<file path="src/core/prc_defs.svh">
// Register offsets, field positions, reset values and timing counts
`ifndef PRC_DEFS_SVH
`define PRC_DEFS_SVH
// ==========================================================
// Register offsets
`define PRC_OFS_EDGE_DELAY   8'h27
`define PRC_OFS_SLEEP_SEL    8'h29
`define PRC_OFS_OUT_CFG      8'h2A
`define PRC_OFS_SLAVE_ADDR   8'h2B
// ==========================================================
// Field positions
`define PRC_FALL_HI          5
`define PRC_FALL_LO          3
`define PRC_RISE_HI          2
`define PRC_RISE_LO          0
`define PRC_SRC_LO           4
`define PRC_ADDR_SEL_BIT     7
`define PRC_OUT_RSVD_BIT     3
// ==========================================================
// Reset values (factory values unknown, zero chosen) and default address 0x5E
`define PRC_RST_EDGE_DELAY   8'h00
`define PRC_RST_SLEEP_SEL    8'h00
`define PRC_RST_OUT_CFG      8'h00
`define PRC_RST_SLAVE_ADDR   8'h00
`define PRC_DEFAULT_ADDR     7'h5E
// ==========================================================
// Timing: base step 2 ms at 40 MHz
`define PRC_CLK_HZ           40000000
`define PRC_STEP_MS          2
`define PRC_STEP_CYCLES      ((`PRC_CLK_HZ / 1000) * `PRC_STEP_MS)
`endif

</file>
<file path="src/core/prc_pkg.sv">
// Types for the rail control register slice
package prc_pkg;
   typedef enum logic [1:0] {
      PRC_IDLE = 2'b00,
      PRC_WAIT = 2'b01
   } prc_dly_state_t;
   typedef logic [7:0] prc_byte_t;
endpackage : prc_pkg

</file>
<file path="src/core/prc_delay_if.sv">
// Carrier between the register bank and the edge delay timer
`timescale 1ns/1ps
interface prc_delay_if;
   logic [2:0] fall_code;
   logic [2:0] rise_code;
   logic       enable_raw;
   logic       enable_out;
   modport bank  (output fall_code, output rise_code, output enable_raw, input enable_out);
   modport timer (input fall_code, input rise_code, input enable_raw, output enable_out);
endinterface : prc_delay_if

</file>
<file path="src/core/prc_edge_delay.sv">
// Enable edge delay timer for the switch/LDO pair
`timescale 1ns/1ps
`include "prc_defs.svh"
module prc_edge_delay
   import prc_pkg::*;
#(
   parameter int unsigned STEP_CYCLES = `PRC_STEP_CYCLES
) (
   // Clock and reset
   input wire logic mclk,
   input wire logic rstn,
   // Link to bank
   prc_delay_if.timer dly
);
   // ==========================================================
   // Code to step count (one step = 2 ms)
   function automatic logic [5:0] steps(input logic [2:0] c);
      case (c)
         3'b001:  steps = 6'h01;
         3'b010:  steps = 6'h02;
         3'b011:  steps = 6'h04;
         3'b100:  steps = 6'h08;
         3'b101:  steps = 6'h0C;
         3'b110:  steps = 6'h10;
         3'b111:  steps = 6'h20;
         default: steps = 6'h00;
      endcase
   endfunction : steps

   prc_dly_state_t state;
   logic [5:0]     step_left;
   logic [21:0]    sub_cnt;
   logic           target;
   logic           want;
   logic [5:0]     want_steps;

   // Request differs from output; pick the delay of that edge
   always_comb begin
      want       = dly.enable_raw;
      want_steps = want ? steps(dly.rise_code) : steps(dly.fall_code);
   end

   // ==========================================================
   // Counter timing, output changes after elapsed count, or at once for a zero code
   always_ff @(posedge mclk) begin
      if (!rstn) begin
         state          <= PRC_IDLE;
         step_left      <= 6'h00;
         sub_cnt        <= 22'h000000;
         target         <= 1'b0;
         dly.enable_out <= 1'b0;
      end else begin
         case (state)
            PRC_IDLE: begin
               if (want != dly.enable_out) begin
                  if (want_steps == 6'h00) begin
                     dly.enable_out <= want;  // no delay code
                  end else begin
                     target    <= want;
                     step_left <= want_steps;
                     sub_cnt   <= 22'(STEP_CYCLES - 1);
                     state     <= PRC_WAIT;
                  end
               end
            end
            PRC_WAIT: begin
               if (want != target) begin
                  state <= PRC_IDLE;  // Edge withdrawn: restart
               end else if (sub_cnt != 22'h000000) begin
                  sub_cnt <= sub_cnt - 22'h000001;
               end else if (step_left != 6'h01) begin
                  step_left <= step_left - 6'h01;
                  sub_cnt   <= 22'(STEP_CYCLES - 1);
               end else begin
                  dly.enable_out <= target;  // exact nominal
                  state          <= PRC_IDLE;
               end
            end
            default: state <= PRC_IDLE;
         endcase
      end
   end

   // ==========================================================
   // Assertions
   a_out_needs_wait: assert property (
      @(posedge mclk) disable iff (!rstn)
      $changed(dly.enable_out)
      |-> ($past(state) == PRC_IDLE && $past(want_steps) == 6'h00)
      || ($past(state) == PRC_WAIT && $past(step_left) == 6'h01
      && $past(sub_cnt) == 22'h000000))
      else $error("enable changed before delay elapsed");
   a_zero_code_fast: assert property (
      @(posedge mclk) disable iff (!rstn)
      (state == PRC_IDLE && want != dly.enable_out && want_steps == 6'h00)
      |=> dly.enable_out == $past(want))
      else $error("no-delay edge not passed at once");
   a_wait_steps_live: assert property (
      @(posedge mclk) disable iff (!rstn)
      state == PRC_WAIT |-> step_left != 6'h00)
      else $error("waiting with no steps left");
endmodule : prc_edge_delay

</file>
<file path="src/core/prc_rail_regs.sv">
// Rail control configuration registers and their controlled outputs
// ==========================================================
// Overview of operation
// - Bits 5:3 of the delay register set the falling enable edge delay, 0 to 64 ms.
// - Bits 2:0 of the delay register set the rising enable edge delay, 0 to 64 ms.
// - Delay values are nominal and may differ by up to ten percent.
// - Each of eight rails takes its sleep request from pin three on 0, pin six on 1.
// - General outputs one to four follow power-good logic on 0, a register bit on 1.
// - General outputs one to three drive push-pull on 0 and open-drain on 1.
// - Address-select 0 answers at 0x5E, 1 answers at the programmed address.
// - Programmed addresses 0x09 to 0x37 and 0x39 to 0x77 are answered when selected.
// - The delayed enable comes from a pin multiplexer that may force a constant one.
`timescale 1ns/1ps
`include "prc_defs.svh"
module prc_rail_regs
   import prc_pkg::*;
(
   // Clock and reset
   input  wire logic       mclk,
   input  wire logic       rstn,
   // Register port from serial interface
   input  wire logic       reg_wr,
   input  wire logic       reg_rd,
   input  wire logic [7:0] reg_addr,
   input  wire logic [7:0] reg_wdata,
   output logic      [7:0] reg_rdata,
   output logic      [6:0] bus_address,
   // Pair enable from multiplexer
   input  wire logic       pair_enable_in,
   output logic            switch_ldo_pair_en,
   // Sleep control pins
   input  wire logic       control_pin_three,
   input  wire logic       control_pin_six,
   output logic      [7:0] rail_sleep,
   // General outputs
   input  wire logic [3:0] power_good_logic,
   input  wire logic [3:0] output_register_value,
   output logic      [3:0] general_output_o,
   output logic      [3:0] general_output_oe
);
   // ==========================================================
   // Register storage
   prc_byte_t rail_pair_edge_delay;
   prc_byte_t sleep_pin_select;
   prc_byte_t general_output_config;
   prc_byte_t serial_slave_address;

   // Pin synchronisers
   logic [1:0] sync_en;
   logic [1:0] sync_p3;
   logic [1:0] sync_p6;
   logic [3:0] sync_pg_a;
   logic [3:0] sync_pg_b;

   prc_delay_if dly ();

   // Two-flop synchronisers on pins
   always_ff @(posedge mclk) begin
      if (!rstn) begin
         sync_en   <= 2'h0;
         sync_p3   <= 2'h0;
         sync_p6   <= 2'h0;
         sync_pg_a <= 4'h0;
         sync_pg_b <= 4'h0;
      end else begin
         sync_en   <= {sync_en[0], pair_enable_in};
         sync_p3   <= {sync_p3[0], control_pin_three};
         sync_p6   <= {sync_p6[0], control_pin_six};
         sync_pg_a <= power_good_logic;
         sync_pg_b <= sync_pg_a;
      end
   end

   // ==========================================================
   // Register writes, all bits stored
   always_ff @(posedge mclk) begin
      if (!rstn) begin
         rail_pair_edge_delay  <= `PRC_RST_EDGE_DELAY;
         sleep_pin_select      <= `PRC_RST_SLEEP_SEL;
         general_output_config <= `PRC_RST_OUT_CFG;
         serial_slave_address  <= `PRC_RST_SLAVE_ADDR;
      end else if (reg_wr) begin
         case (reg_addr)
            `PRC_OFS_EDGE_DELAY: rail_pair_edge_delay  <= reg_wdata;
            `PRC_OFS_SLEEP_SEL:  sleep_pin_select      <= reg_wdata;
            `PRC_OFS_OUT_CFG:    general_output_config <= reg_wdata;
            `PRC_OFS_SLAVE_ADDR: serial_slave_address  <= reg_wdata;  // stored as given
            default: ;
         endcase
      end
   end

   // Read data, unmapped reads zero
   always_ff @(posedge mclk) begin
      if (!rstn) begin
         reg_rdata <= 8'h00;
      end else if (reg_rd) begin
         case (reg_addr)
            `PRC_OFS_EDGE_DELAY: reg_rdata <= rail_pair_edge_delay;
            `PRC_OFS_SLEEP_SEL:  reg_rdata <= sleep_pin_select;
            `PRC_OFS_OUT_CFG:    reg_rdata <= general_output_config;
            `PRC_OFS_SLAVE_ADDR: reg_rdata <= serial_slave_address;
            default:             reg_rdata <= 8'h00;
         endcase
      end
   end

   // ==========================================================
   // Address choice
   always_ff @(posedge mclk) begin
      if (!rstn) begin
         bus_address <= `PRC_DEFAULT_ADDR;
      end else if (serial_slave_address[`PRC_ADDR_SEL_BIT]) begin
         bus_address <= serial_slave_address[6:0];
      end else begin
         bus_address <= `PRC_DEFAULT_ADDR;
      end
   end

   // ==========================================================
   // Edge delay timer hookup
   assign dly.fall_code  = rail_pair_edge_delay[`PRC_FALL_HI:`PRC_FALL_LO];
   assign dly.rise_code  = rail_pair_edge_delay[`PRC_RISE_HI:`PRC_RISE_LO];
   assign dly.enable_raw = sync_en[1];

   prc_edge_delay u_delay (
      .mclk (mclk),
      .rstn (rstn),
      .dly  (dly.timer)
   );

   always_ff @(posedge mclk) begin
      if (!rstn) begin
         switch_ldo_pair_en <= 1'b0;
      end else begin
         switch_ldo_pair_en <= dly.enable_out;
      end
   end

   // ==========================================================
   // Sleep selection per rail
   always_ff @(posedge mclk) begin
      if (!rstn) begin
         rail_sleep <= 8'h00;
      end else begin
         for (int i = 0; i < 8; i++) begin
            rail_sleep[i] <= sleep_pin_select[i] ? sync_p6[1] : sync_p3[1];
         end
      end
   end

   // ==========================================================
   // General output source and drive type
   logic [3:0] gpo_level;
   logic [3:0] gpo_open_drain;

   // Level per output from its chosen source, drive type per output
   always_comb begin
      for (int i = 0; i < 4; i++) begin
         gpo_level[i] = general_output_config[`PRC_SRC_LO + i] ?
                        output_register_value[i] : sync_pg_b[i];
      end
      gpo_open_drain = {1'b0, general_output_config[2:0]};  // output four push-pull
   end

   // Open drain only pulls low and releases for a high level
   always_ff @(posedge mclk) begin
      if (!rstn) begin
         general_output_o  <= 4'h0;
         general_output_oe <= 4'h0;
      end else begin
         general_output_o  <= gpo_level & ~gpo_open_drain;
         general_output_oe <= ~gpo_open_drain | ~gpo_level;
      end
   end

   // ==========================================================
   // Assertions
   a_addr_default_sel: assert property (
      @(posedge mclk) disable iff (!rstn)
      !serial_slave_address[`PRC_ADDR_SEL_BIT] |=> bus_address == `PRC_DEFAULT_ADDR)
      else $error("default address not used");
   a_addr_prog_sel: assert property (
      @(posedge mclk) disable iff (!rstn)
      serial_slave_address[`PRC_ADDR_SEL_BIT]
      |=> bus_address == $past(serial_slave_address[6:0]))
      else $error("programmed address not used");
   a_sleep_pin_six: assert property (
      @(posedge mclk) disable iff (!rstn)
      sleep_pin_select[0] |=> rail_sleep[0] == $past(sync_p6[1]))
      else $error("sleep not from pin six");
   a_sleep_pin_three: assert property (
      @(posedge mclk) disable iff (!rstn)
      !sleep_pin_select[7] |=> rail_sleep[7] == $past(sync_p3[1]))
      else $error("sleep not from pin three");
   a_sleep_mid_rail: assert property (
      @(posedge mclk) disable iff (!rstn)
      sleep_pin_select[3] |=> rail_sleep[3] == $past(sync_p6[1]))
      else $error("rail three sleep not from pin six");
   a_gpo_reg_src: assert property (
      @(posedge mclk) disable iff (!rstn)
      general_output_config[7] |=> general_output_o[3] == $past(output_register_value[3]))
      else $error("output four not from register");
   a_gpo_pg_src: assert property (
      @(posedge mclk) disable iff (!rstn)
      !general_output_config[5] && !general_output_config[1]
      |=> general_output_o[1] == $past(sync_pg_b[1]))
      else $error("output two not from power good");
   a_gpo_open_drain: assert property (
      @(posedge mclk) disable iff (!rstn)
      general_output_config[0] |=> general_output_o[0] == 1'b0)
      else $error("open drain drove high");
   a_gpo_od_release: assert property (
      @(posedge mclk) disable iff (!rstn)
      general_output_config[2] && general_output_config[6]
      |=> general_output_oe[2] == !$past(output_register_value[2]))
      else $error("open drain enable wrong");
   a_gpo_push_pull: assert property (
      @(posedge mclk) disable iff (!rstn)
      !general_output_config[1] |=> general_output_oe[1])
      else $error("push-pull not driving");
   a_rsvd_no_effect: assert property (
      @(posedge mclk) disable iff (!rstn)
      $changed(general_output_config[`PRC_OUT_RSVD_BIT])
      && $stable(general_output_config[2:0]) && $stable(general_output_config[7:4])
      && $stable(sync_pg_b) && $stable(output_register_value)
      |=> $stable({general_output_oe, general_output_o}))
      else $error("reserved bit changed output");
   a_wr_all_bits: assert property (
      @(posedge mclk) disable iff (!rstn)
      reg_wr && reg_addr == `PRC_OFS_EDGE_DELAY
      |=> rail_pair_edge_delay == $past(reg_wdata))
      else $error("delay register lost written bits");
   a_rd_returns: assert property (
      @(posedge mclk) disable iff (!rstn)
      reg_rd && reg_addr == `PRC_OFS_EDGE_DELAY
      |=> reg_rdata == $past(rail_pair_edge_delay))
      else $error("read data not the stored value");
   a_pair_en_follow: assert property (
      @(posedge mclk) disable iff (!rstn)
      1'b1 |=> switch_ldo_pair_en == $past(dly.enable_out))
      else $error("pair enable not from timer");
endmodule : prc_rail_regs

</file>
<file path="config.mk">
export PLATFORM = sky130hd
export DESIGN_NAME = prc_rail_regs
export DESIGN_NICKNAME = d
export VERILOG_FILES = /design/src/core/prc_pkg.sv /design/src/core/prc_delay_if.sv /design/src/core/prc_edge_delay.sv /design/src/core/prc_rail_regs.sv
export VERILOG_INCLUDE_DIRS = /design/src /design/src/core
export SDC_FILE = /design/constraint.sdc
export NUM_CORES = 1
export LEC_CHECK = 0
export BUFFER_PORTS_ARGS = -buffer_cell sky130_fd_sc_hd__clkbuf_2
export CORE_MARGIN = 1
export CORE_UTILIZATION = 40
export DETAILED_ROUTE_END_ITERATION = 10
export GPL_TIMING_DRIVEN = 0
export PLACE_DENSITY = 0.7
export SLEW_MARGIN = 30
export SYNTH_ARGS = -nofsm -noshare
export SYNTH_HDL_FRONTEND = slang
export SYNTH_SLANG_ARGS = --single-unit
</file>
<file path="constraint.sdc">
create_clock -name mclk -period 2.34 [get_ports mclk]
set_clock_uncertainty 0.1 [all_clocks]
set_input_delay 0.468 -clock mclk [delete_from_list [all_inputs] [get_ports mclk]]
set_output_delay 0.468 -clock mclk [all_outputs]
set_load 0.02 [all_outputs]
</file>
After elaboration in Yosys (flattened, before gate mapping)
Index checks and enable logic that the tools add are counted.
{ "op_classes": {"n_reduce_logical": 14, "muxes": 40, "bitwise": 5, "add_sub_neg": 2, "n_eq_ne": 32} }
{ "ops": {"columns": ["op", "count"], "rows": [
  ["two-way mux 22 bit", 5],
  ["case mux 6 bit (7 select lines)", 2],
  ["case mux 22 bit (2 select lines)", 1],
  ["two-way mux 6 bit", 6],
  ["equality test 8 x 6 -> 1 bit, second input constant", 4],
  ["case mux 8 bit (4 select lines)", 1],
  ["equality test 3 bit, second input constant", 8],
  ["nonzero test 22 bit", 1],
  ["subtractor 22 x 1 -> 22 bit, second input constant", 1],
  ["two-way mux 1 bit", 17],
  ["equality test 3 x 2 -> 1 bit, second input constant", 4],
  ["case mux 6 bit (2 select lines)", 1],
  ["AND reduction 6 bit", 2],
  ["two-way mux 2 bit", 5],
  ["AND reduction 2 bit", 5],
  ["inequality test 2 bit, second input constant", 4],
  ["equality test 3 x 1 -> 1 bit, second input constant", 2],
  ["zero test 6 bit", 1],
  ["inequality test 2 x 1 -> 1 bit, second input constant", 3],
  ["inequality test 3 x 2 -> 1 bit, second input constant", 2],
  ["inequality test 6 x 1 -> 1 bit, second input constant", 1],
  ["subtractor 6 x 1 -> 6 bit, second input constant", 1],
  ["AND reduction 5 bit", 1],
  ["AND 4 bit", 1],
  ["other kinds (13)", 14]
]} }
{ "totals": {"regBits": 110, "elab_cells": 113, "in_bits": 31, "out_inout_bits": 32} }

Longest topological paths before layout
Gate-level depths: netlist (run 1).
{ "logic_depth": {"ltp_word": 7, "depth_mapped": 10, "ltp_nobuf": 7} }

Modules after synthesis
A second synthesis (run 1) with hierarchy kept.
{ "hier_totals": {"hier_cells": 570, "area_unflattened_um2": 5326.4} }
{ "by_module_without_submodules": {"columns": ["module", "cells_per_inst", "area_each_um2", "seq_area_each_um2", "instances"], "rows": [
  ["prc_rail_regs", 310, 3251.9, 1561.5, 1],
  ["prc_edge_delay", 260, 2074.5, 620.6, 1]
]} }

Worst setup path before layout (run 1)
No wires, ideal clock.
{ "synth_timing": {"path_kind": "register -> register", "start": "reg u_delay.sub_cnt[0]", "end": "reg u_delay.sub_cnt[0]", "setup_ns": 0.116, "period_less_slack_ns": 2.372, "path_stages_with_launch": 11, "setup_slack_ns": -0.032, "required_ns": 2.124, "n_path_buf": 3, "arrival_ns": 2.156, "cell_sequence": "dfxtp_1 > inv_1 > ha_1 > buf_4 > nor4b_1 > nand4_1 > nor2_2 > buf_4 > buf_4 > nor2_1 > o211a_1"} }
{ "synth_via": {"elab_chain_len": 4, "word_cells_on_any_way": 7, "cone_classes": "1 x add/sub; 1 x eq/ne; 3 x mux; 2 x reduce/logical"} }
{ "synth_rtl": {"columns": ["item", "line_no", "source"], "rows": [
  ["start: declaration", "prc_edge_delay.sv:32", "logic [21:0] sub_cnt;"],
  ["start signal: assignment", "prc_edge_delay.sv:61", "sub_cnt <= 22'(STEP_CYCLES - 1);"],
  ["start signal: assignment", "prc_edge_delay.sv:70", "sub_cnt <= sub_cnt - 22'h000001;"],
  ["start signal: assignment", "prc_edge_delay.sv:73", "sub_cnt <= 22'(STEP_CYCLES - 1);"],
  ["subtractor 22 x 1 -> 22 bit or nonzero test 22 bit (tied branches)", "prc_edge_delay.sv:70, prc_edge_delay.sv:69", null],
  ["two-way mux 22 bit", "prc_edge_delay.sv:69", "end else if (sub_cnt != 22'h000000) begin"],
  ["two-way mux 22 bit", "prc_edge_delay.sv:67", "if (want != target) begin"],
  ["case mux 22 bit (2 select lines)", "prc_edge_delay.sv:53", "case (state)"]
]} }
Parallel ways exist; a longest one is shown, timed or not. The select of a mux whose other input is x is not followed.
A chain may end at the register's enable or synchronous reset.

Worst setup path after layout (run 1)
{ "layout_timing": {"start": "reg u_delay.sub_cnt[0]", "end": "reg u_delay.sub_cnt[21]"} }
The elaborated chain is that of the path after synthesis.

==> results of run 1 <==
[through the flow]
step           total power, mW  setup WS, ns  instance area [sq um]
4_1_cts                   4.01       0.00441                   5880
3_3_place_gp              2.50        -0.387                   5480
5_1_grt                   4.18      -0.00710                   5950
2_1_floorplan             2.36        0.0792                   4960
3_5_place_dp              2.52        -0.476                   5480
6_report                  4.02        0.0912                   5950
[registers in the layout, indices dropped and copies added, names as in the netlist, 6 cells and up]
| signal | cells |
|---|---|
| bus_address | 7 |
| general_output_config | 8 |
| rail_pair_edge_delay | 8 |
| rail_sleep | 8 |
| reg_rdata | 8 |
| serial_slave_address | 8 |
| sleep_pin_select | 8 |
| u_delay.step_left | 6 |
| u_delay.sub_cnt | 22 |
[layer usage]
layer / GRT usage / vias to the layer above
met5: 0 / -
met4: 0.109 / 0
met3: 0.0412 / 32
met2: 0.373 / 191
met1: 0.252 / 2195
li1: - / 2253
[how the worst min path moves through the flow]
stage	endpoint	slack (ns)	cells past startpoint
detailed placement	sync_en[1]	0.32	1
global route	sync_pg_a[0]	0.23	2
CTS	sync_pg_a[3]	0.22	2
floorplan	sync_en[1]	0.31	1
finish	sync_pg_a[1]	0.22	2
global placement	sync_pg_b[3]	0.31	1
[kinds of logic after synthesis]
logic type	Yosys count
adder cells (fa/ha/maj)	3
AO/OA/AOI/OAI	134
XOR/XNOR	4
AND/OR/NAND/NOR	252
buffers and inverters	54
flip-flops	109
multiplexers	15
[cells in the final DEF (no fill, tap or decap), drive strengths merged, types with 3 or more instances in the layout]
| cell | count |
|---|---|
| dfxtp | 109 |
| clkbuf | 99 |
| nand2 | 59 |
| nand3 | 48 |
| a21oi | 43 |
| nor2 | 30 |
| buf | 22 |
| and2 | 21 |
| or4 | 20 |
| a22oi | 17 |
| nand2b | 16 |
| mux2i | 15 |
| a211oi | 13 |
| o31ai | 12 |
| a21o | 10 |
| inv | 9 |
| nor3 | 8 |
| o311ai | 8 |
| o211ai | 6 |
| or2 | 6 |
| nand4 | 6 |
| o21ai | 6 |
| nand3b | 5 |
| nor2b | 4 |
| or3 | 4 |
| nand4b | 4 |
| nor4 | 4 |
| nor4b | 4 |
| and4 | 3 |
| and4b | 3 |
| a31oi | 3 |
| ha | 3 |
[power groups by stage]
stage	combinational [mW]	sequential [mW]	clock (mW)
global placement	0.521	1.98	0
finish	0.606	1.94	1.48
detailed placement	0.537	1.98	0
global route	0.665	1.95	1.57
floorplan	0.377	1.98	0
CTS	0.569	1.94	1.50
[area by class of cell]
class                           instances  area, sq um
Clock inverter                          3         28.8
Multi-Input combinational cell        408         2670
Timing Repair Buffer                   70          373
Tap cell                              168          210
Fill cell                            1159         6110
Clock buffer                           12          256
Buffer                                 39          203
Inverter                                7         26.3
Sequential cell                       109         2180
[worst max-delay path, cell delays in order, from the launching register on]
cell	delay [ns]
dfxtp_2	0.35
inv_1	0.05
ha_1	0.20
buf_6	0.13
nor4b_4	0.14
nand4_1	0.18
nor2_4	0.07
buf_2	0.18
or4_1	0.54
a211oi_2	0.23
[what timing repair did]
item,in CTS,in global routing
gates resized for setup,20,29
pin swaps,4,2
setup buffers,7,2
setup endpoints to repair,46,56
==> metrics.md, run 1 <==
| Metric | Value |
|---|---|
| Worst setup endpoint | u_delay.sub_cnt[21] |
| Share of cells above drive strength 1 | 0.205 |
| Top cells by area, synth | dfxtp_1 44%, nand3_1 4.8%, nand2_1 4.5%, a21oi_1 4.3%, mux2i_1 3.0% |
| Cell Area, Synth | 4950 sq um |
| Core Area | 12100 sq um |
| Maxcap violations | 0 |
| TritonCTS buffer count | 9 |
| Comb pwr share | 0.150 |
| Syn nets | 605 |
| Compound-Gate Fraction of Synth Area | 0.188 |
| Top cells by count, synth | 109 x dfxtp_1, 59 x nand2_1, 48 x nand3_1, 43 x a21oi_1, 36 x clkbuf_1 |
| Area growth from synthesis to layout | 20.1% |
| RR Endpoint | u_delay.sub_cnt[21] |
| PwrDens | 677 nW/um^2 |
| WP data required | 2.52 ns |
| Syn avg cell area | 8.68 sq um |
| DR WL met2 | 6500 um |
| Global route total overflow | 0 |
| Met3 wire length | 744 um |
| Register share of total power | 0.483 |
| Max Clk Rate | 0.445 GHz |
| 1st-iter DRT viols | 350 |
| Worst-Margin Slew | 0.722 ns |
| Worst skew pair latency | 0.35 ns |
| Pleak | 2.17 nW |
| Synth cell types | 59 |
| R2R cell count | 9 |
| Max transition margin | 0.516 |
| XOR/XNOR Fraction of Synth Area | 0.00707 |
| First-pass GRT wire length | 21900 um |
| Final wirelength | 13200 um |
| CTS Sinks | 109 |
| Hold WS | 0.220 ns |
| Sw power | 1.09 mW |
| Post-synthesis adder-cell area fraction | 0.00758 |
| Initial Utilization | 0.411 |
| Flops & latches, synth | 109 |
| Gate count after technology mapping | 571 |
| Diodes inserted | 0 |
| Status | completed |
| Part of the Yosys area used for sequential elements | 0.440 |
| Synth warnings | 0 |
| Clock power share | 0.367 |
| Placed Cells | 800 |
| Synth area leader | dfxtp_1 |
| Hold path start | power_good_logic[1] |
| Synth async-reset ratio | 0 |
| Post-CTS Hold Fix Bufs | 0 |
| Critical path fanouts, max | 10 |
| CP Launch Type | register |
| Reg-to-reg startpoint | u_delay.sub_cnt[0] |
| Die width | 113 um |
| DR vias | 4671 |
| Reg-to-reg setup timing slack | 0.09 ns |
| Final Slew Violations | 0 |
| Clk buf depth | 2 |
| # port buffers | 61 |
| Area share of the largest cell type after synthesis | 0.440 |
| Num ports | 63 |
| Minimum clock period | 2.25 ns |
| Root buffer cell | clkbuf_16 |
| Post-synth EDFFs | 0 |
| Hold violation count in the final report | 0 |
| Main combinational cell family by area after synthesis | simple AND/OR/NAND/NOR gates |
| Row count | 40 |
| Worst Hold Class | in2reg |
| Final Util | 0.493 |
| Met1 wire length | 5580 um |
| DIE AREA | 12800 sq um |
| WL per Instance | 16.2 um |
| HPWL after DPL | 9320 um |
| H-tree depth | 3 |
| CP arrival | 2.42 ns |
| Sw Share | 0.271 |
| Setup Crit Path Kind | reg2reg |
| TritonCTS clock tree | built |
| Mux contribution to synthesized area | 0.0303 |
| Worst vdd ir | 0.404 mV |
| Routed Antenna Nets | 0 |
| Largest net degree at the start of global routing | 18 |
| Routability cong. | 0.875 |
| Antenna violations before repair | 0 |
| Highest routed layer | met4 |
| Final std cells w/o fill | 816 |
| Simple-Gate Fraction of Synth Area | 0.282 |
| Crit. Startpoint | u_delay.sub_cnt[0] |
| Final setup viols | 0 |
| # DRC | 0 |
| Dominant synthesized flop cell | dfxtp_1 |
| Register clock-pin slew on the reported worst setup and hold paths | 0.07 ns |
| Vias in the first global route | 4550 |
| Critical path capture point type | register |
| Int Pwr | 2.93 mW |
| DR pass1 iterations | 5 |
| Nets | 678 |
| Die height | 113 um |
| Most common cell in the netlist | dfxtp_1 |
| All-Layer GR Usage | 0.214 |
| Period utilization | 0.961 |
| Vias per cell | 5.72 |
| Total negative slack | 0 ns |
Power figures use the tool's default switching activity.
==> run 2, diff against run 1 <==
RECOVER_POWER = 100   (was not set)
==> metrics.md, run 2 (synthesis gave the netlist of run 1 again) <==
| Metric | Value |
|---|---|
| Num ports | 63 |
| Max FFs per register | 22 |
| Reg-to-reg setup timing slack | 0.08 ns |
| Max transition margin | 0.516 |
| Row count | 40 |
| RR Endpoint | u_delay.sub_cnt[21] |
| CTS Sinks | 109 |
| Clk buf depth | 2 |
| Largest net degree at the start of global routing | 18 |
| TritonCTS clock tree | built |
| Worst hold path stage count | 2 |
| Status | completed |
| Critical path capture point type | register |
| R2R cell count | 9 |
| Die height | 113 um |
| Most common cell after layout, fill and taps aside | dfxtp_1 |
| Hold path start | power_good_logic[1] |
| Register clock-pin slew on the reported worst setup and hold paths | 0.08 ns |
| Largest register by flop count | u_delay.sub_cnt |
| Worst Hold Class | in2reg |
| Final Util | 0.490 |
| First-pass GRT wire length | 21900 um |
| Maxcap violations | 0 |
| Critical path fanouts, max | 10 |
| CP arrival | 2.44 ns |
| # DRC | 0 |
| All-Layer GR Usage | 0.214 |
| CP Launch Type | register |
| Final setup viols | 0 |
| Pleak | 2.06 nW |
| Initial Utilization | 0.411 |
| Vias in the first global route | 4550 |
| Diodes inserted | 0 |
| H-tree depth | 3 |
| Global route total overflow | 0 |
| Routed Antenna Nets | 0 |
| Worst Hold Path EP | sync_pg_a[1] |
| Setup Crit Path Kind | reg2reg |
| DR vias | 4640 |
| Die width | 113 um |
| WL per Instance | 16.2 um |
| Routability cong. | 0.875 |
| WP data required | 2.52 ns |
| PwrDens | 681 nW/um^2 |
| # port buffers | 61 |
| Max Clk Rate | 0.442 GHz |
| Worst-Margin Slew | 0.723 ns |
| Vias per cell | 5.69 |
| 1st-iter DRT viols | 385 |
| Core Area | 12100 sq um |
| HPWL after DPL | 9320 um |
| Final Slew Violations | 0 |
| FILL cells | 1170 |
| Nets | 678 |
| Minimum clock period | 2.26 ns |
| TritonCTS buffer count | 9 |
| Most frequent cells in the layout | 107 x dfxtp_1, 59 x nand2_1, 55 x clkbuf_1, 48 x nand3_1, 42 x a21oi_1 |
| Antenna violations before repair | 0 |
| Hold WS | 0.221 ns |
| Root buffer cell | clkbuf_16 |
| Worst skew pair latency | 0.35 ns |
| Share of cells above drive strength 1 | 0.153 |
| DR pass1 iterations | 5 |
| Reg-to-reg startpoint | u_delay.sub_cnt[0] |
| Area growth from synthesis to layout | 19.2% |
| Hold violation count in the final report | 0 |
| Worst vdd ir | 0.406 mV |
| DIE AREA | 12800 sq um |
| Final wirelength | 13300 um |
| Period utilization | 0.966 |
==> run 2: cell count changes in the layout (fill, tap and decap cells not counted) <==
| cell | before | now |
|---|---|---|
| and2_1 | 20 | 13 |
| inv_1 | 6 | 7 |
| inv_2 | 1 | 0 |
| clkbuf_2 | 66 | 33 |
| and2_0 | 0 | 7 |
| buf_1 | 3 | 2 |
| clkbuf_1 | 21 | 55 |
==> run 2: critical path, cell delays in order (launching register included) <==
cell      delay [ns]
dfxtp_2         0.36
inv_1           0.05
ha_1            0.20
buf_6           0.13
nor4b_4         0.14
nand4_1         0.18
nor2_4          0.07
buf_2           0.18
or4_1           0.55
a211oi_2        0.23
==> run 2: cell type report <==
class	count	area [sq um]	share of cell area
Clock inverter	3	28.8	0.00487
Multi-Input combinational cell	408	2670	0.451
Clock buffer	12	256	0.0434
Timing Repair Buffer	70	332	0.0561
Buffer	39	203	0.0343
Tap cell	168	210	0.0356
Sequential cell	109	2180	0.370
Inverter	7	26.3	0.00445
==> run 2: worst max-delay path by stage <==
stage	from	endpoint	slack, ns	cells after the start
final	u_delay.sub_cnt[0]	u_delay.sub_cnt[21]	0.08	9
after detailed placement	reg_addr[4]	general_output_config[1]	-0.48	8
after CTS	u_delay.sub_cnt[0]	u_delay.sub_cnt[9]	0.004	10
after global routing	rail_pair_edge_delay[3]	u_delay.sub_cnt[0]	-0.007	8
after global placement	u_delay.sub_cnt[0]	u_delay.sub_cnt[0]	-0.39	10
after floorplan	reg_addr[4]	general_output_config[0]	0.08	7
==> run 2: metrics by stage <==
| step | TNS [ns] | power [mW] | instances | cell area, sq um | setup slack (ns) |
|---|---|---|---|---|---|
| 2_1_floorplan | 0 | 2.36 | 571 | 4960 | 0.0792 |
| 3_3_place_gp | -17.16 | 2.50 | 800 | 5480 | -0.387 |
| 3_5_place_dp | -21.63 | 2.52 | 800 | 5480 | -0.476 |
| 4_1_cts | 0 | 4.01 | 819 | 5880 | 0.00441 |
| 5_1_grt | -0.00727 | 4.18 | 816 | 5910 | -0.00710 |
| 6_report | 0 | 4.02 | 816 | 5910 | 0.0800 |
==> run 2: routing by layer <==
metal	vias to the layer above	routed length (um)	global-route usage
met5	-	0	0
met4	0	393	0.109
li1	2238	-	-
met2	177	6480	0.373
met1	2191	5680	0.252
met3	34	698	0.0412
==> run 2: timing repair <==
item | in CTS | in global routing
resized for setup | 20 | 29
cloned | 0 | 0
hold endpoints to repair | 0 | 0
buffers inserted | 7 | 2
endpoints found under the setup margin | 46 | 56
pin swaps | 4 | 2
hold buffers | 0 | 0
==> run 2: power breakdown <==
part	switching, mW	internal [mW]
logic	0.364	0.239
clock network	0.686	0.789
registers	0.0398	1.90
total	1.09	2.93
==> run 3, diff against run 2 <==
CELL_PAD_IN_SITES_DETAIL_PLACEMENT = 0   (was not set)
CELL_PAD_IN_SITES_GLOBAL_PLACEMENT = 1   (was not set)
CORE_UTILIZATION = 39   (was 40)
PLACE_DENSITY = 0.84   (was 0.7)
RECOVER_POWER = 25   (was 100)
==> metrics.md, run 3 (synthesis gave the netlist of run 1 again) <==
| Metric | Value |
|---|---|
| Sw power | 1.12 mW |
| Setup Crit Path Kind | reg2reg |
| Final wirelength | 13600 um |
| Root buffer cell | clkbuf_16 |
| DR vias | 4647 |
| Reg area | 2190 sq um |
| Antenna violations before repair | 0 |
| CTS Sinks | 109 |
| Total negative slack | 0 ns |
| Most common cell after layout, fill and taps aside | dfxtp_1 |
| Routed Antenna Nets | 0 |
| # port buffers | 61 |
| Comb pwr share | 0.156 |
| Routability cong. | 0.894 |
| TritonCTS clock tree | built |
| Largest register by flop count | u_delay.sub_cnt |
| DIE AREA | 13200 sq um |
| Register share of total power | 0.482 |
| Share of cells above drive strength 1 | 0.165 |
| Worst-path cell chain | or4_4 -> nor3_4 -> nand4_1 -> buf_4 -> a21o_2 -> o221a_2 |
| Max transition margin | 0.588 |
| Reg-to-reg startpoint | u_delay.sub_cnt[5] |
| Global route total overflow | 0 |
| Initial Utilization | 0.406 |
| Final Slew Violations | 0 |
| Worst skew pair latency | 0.36 ns |
| WP data required | 2.49 ns |
| Hold violation count in the final report | 0 |
| Largest net degree at the start of global routing | 18 |
| Crit. Startpoint | u_delay.sub_cnt[5] |
| Sw Share | 0.277 |
| Status | completed |
| # DRC | 0 |
| 1st-iter DRT viols | 360 |
| H-tree depth | 3 |
| Pleak | 2.07 nW |
| Clk buf depth | 2 |
| Clock power share | 0.362 |
| Max FFs per register | 22 |
| Maxcap violations | 0 |
| Final setup viols | 0 |
| Minimum clock period | 2.30 ns |
| Num ports | 63 |
| Slowest-stage cell, CP | or4_4 |
| Worst-Margin Slew | 0.615 ns |
| Pre-CTS setup slack | -0.496 ns |
| Register clock-pin slew on the reported worst setup and hold paths | 0.07 ns |
| Critical path fanouts, max | 6 |
| Die width | 115 um |
| Hold WS | 0.215 ns |
| Critical path capture point type | register |
| Area growth from synthesis to layout | 19.6% |
| Worst Hold Class | in2reg |
| Period utilization | 0.982 |
| Worst vdd ir | 0.386 mV |
| Nets | 683 |
| Core Area | 12200 sq um |
| Crit-path max cell delay | 0.61 ns |
| HPWL after DPL | 9480 um |
| First-pass GRT wire length | 21500 um |
| Row count | 40 |
| Most frequent cells in the layout | 105 x dfxtp_1, 59 x nand2_1, 55 x clkbuf_1, 48 x nand3_1, 42 x a21oi_1 |
| WL per Instance | 16.6 um |
| Final WS setup | 0.0421 ns |
| Final Util | 0.485 |
| Vias in the first global route | 4273 |
| FILL cells | 1198 |
| CP Launch Type | register |
| Die height | 115 um |
| Diodes inserted | 0 |
| PwrDens | 681 nW/um^2 |
| Max Clk Rate | 0.435 GHz |
| Total power | 4.04 mW |
| Hold path start | control_pin_six |
| TritonCTS buffer count | 9 |
| Post-CTS Hold Fix Bufs | 0 |
| Area occupied by multi-input gates | 2660 sq um |
| DR pass1 iterations | 5 |
| CP arrival | 2.45 ns |
| Int Pwr | 2.92 mW |
| Vias per cell | 5.65 |
| All-Layer GR Usage | 0.211 |
-- run 3: power groups by stage --
stage | logic [mW] | clock network [mW] | registers (mW)
floorplan | 0.377 | 0 | 1.98
global route | 0.680 | 1.57 | 1.95
finish | 0.632 | 1.46 | 1.94
CTS | 0.588 | 1.50 | 1.94
detailed placement | 0.542 | 0 | 1.98
global placement | 0.526 | 0 | 1.98
-- run 3: path summary, 6_finish.rpt --
path | depth (start not counted) | end | slack, ns
setup / recovery | 6 | u_delay.step_left[4] | 0.04
setup reg to reg | 6 | u_delay.step_left[4] | 0.04
hold / removal | 2 | sync_p6[0] | 0.22
hold reg to reg | 1 | sync_p6[1] | 0.33
-- run 3: through the flow --
step / instances / area (sq um)
5_1_grt: 822 / 5930
3_5_place_dp: 800 / 5480
6_report: 822 / 5930
2_1_floorplan: 571 / 4960
3_3_place_gp: 800 / 5480
4_1_cts: 816 / 5840
-- run 3: layout make-up --
cell class              instances  share of cell area
clock inverters                 4             0.00570
inverters                       7             0.00443
flip-flops and latches        109               0.369
repair buffers                 74              0.0606
well taps                     168              0.0355
plain buffers                  40              0.0344
clock buffers                  12              0.0416
multi-input cells             408               0.449
-- run 3: layer usage --
metal,track usage,vias up,part of all wire
li1,-,2248,-
met1,0.271,2195,0.45
met2,0.348,185,0.47
met3,0.0418,19,0.057
met4,0.0892,0,0.019
met5,0,-,0
-- run 3: worst max-delay path, delay by kind of cell (launching register included) --
kind | cells | cell delay, ns
and+or+nand+nor | 3 | 1.03
buffers and inverters | 1 | 0.19
DFF | 1 | 0.35
AOI/OAI and AO/OA | 2 | 0.51
-- run 3: repair_timing --
| action | in CTS | in global routing |
|---|---|---|
| buffers inserted | 6 | 6 |
| gates resized for setup | 15 | 33 |
| setup endpoints to repair | 54 | 45 |
| pin swaps | 4 | 6 |
| hold endpoints to repair | 0 | 0 |
| cloned | 0 | 1 |
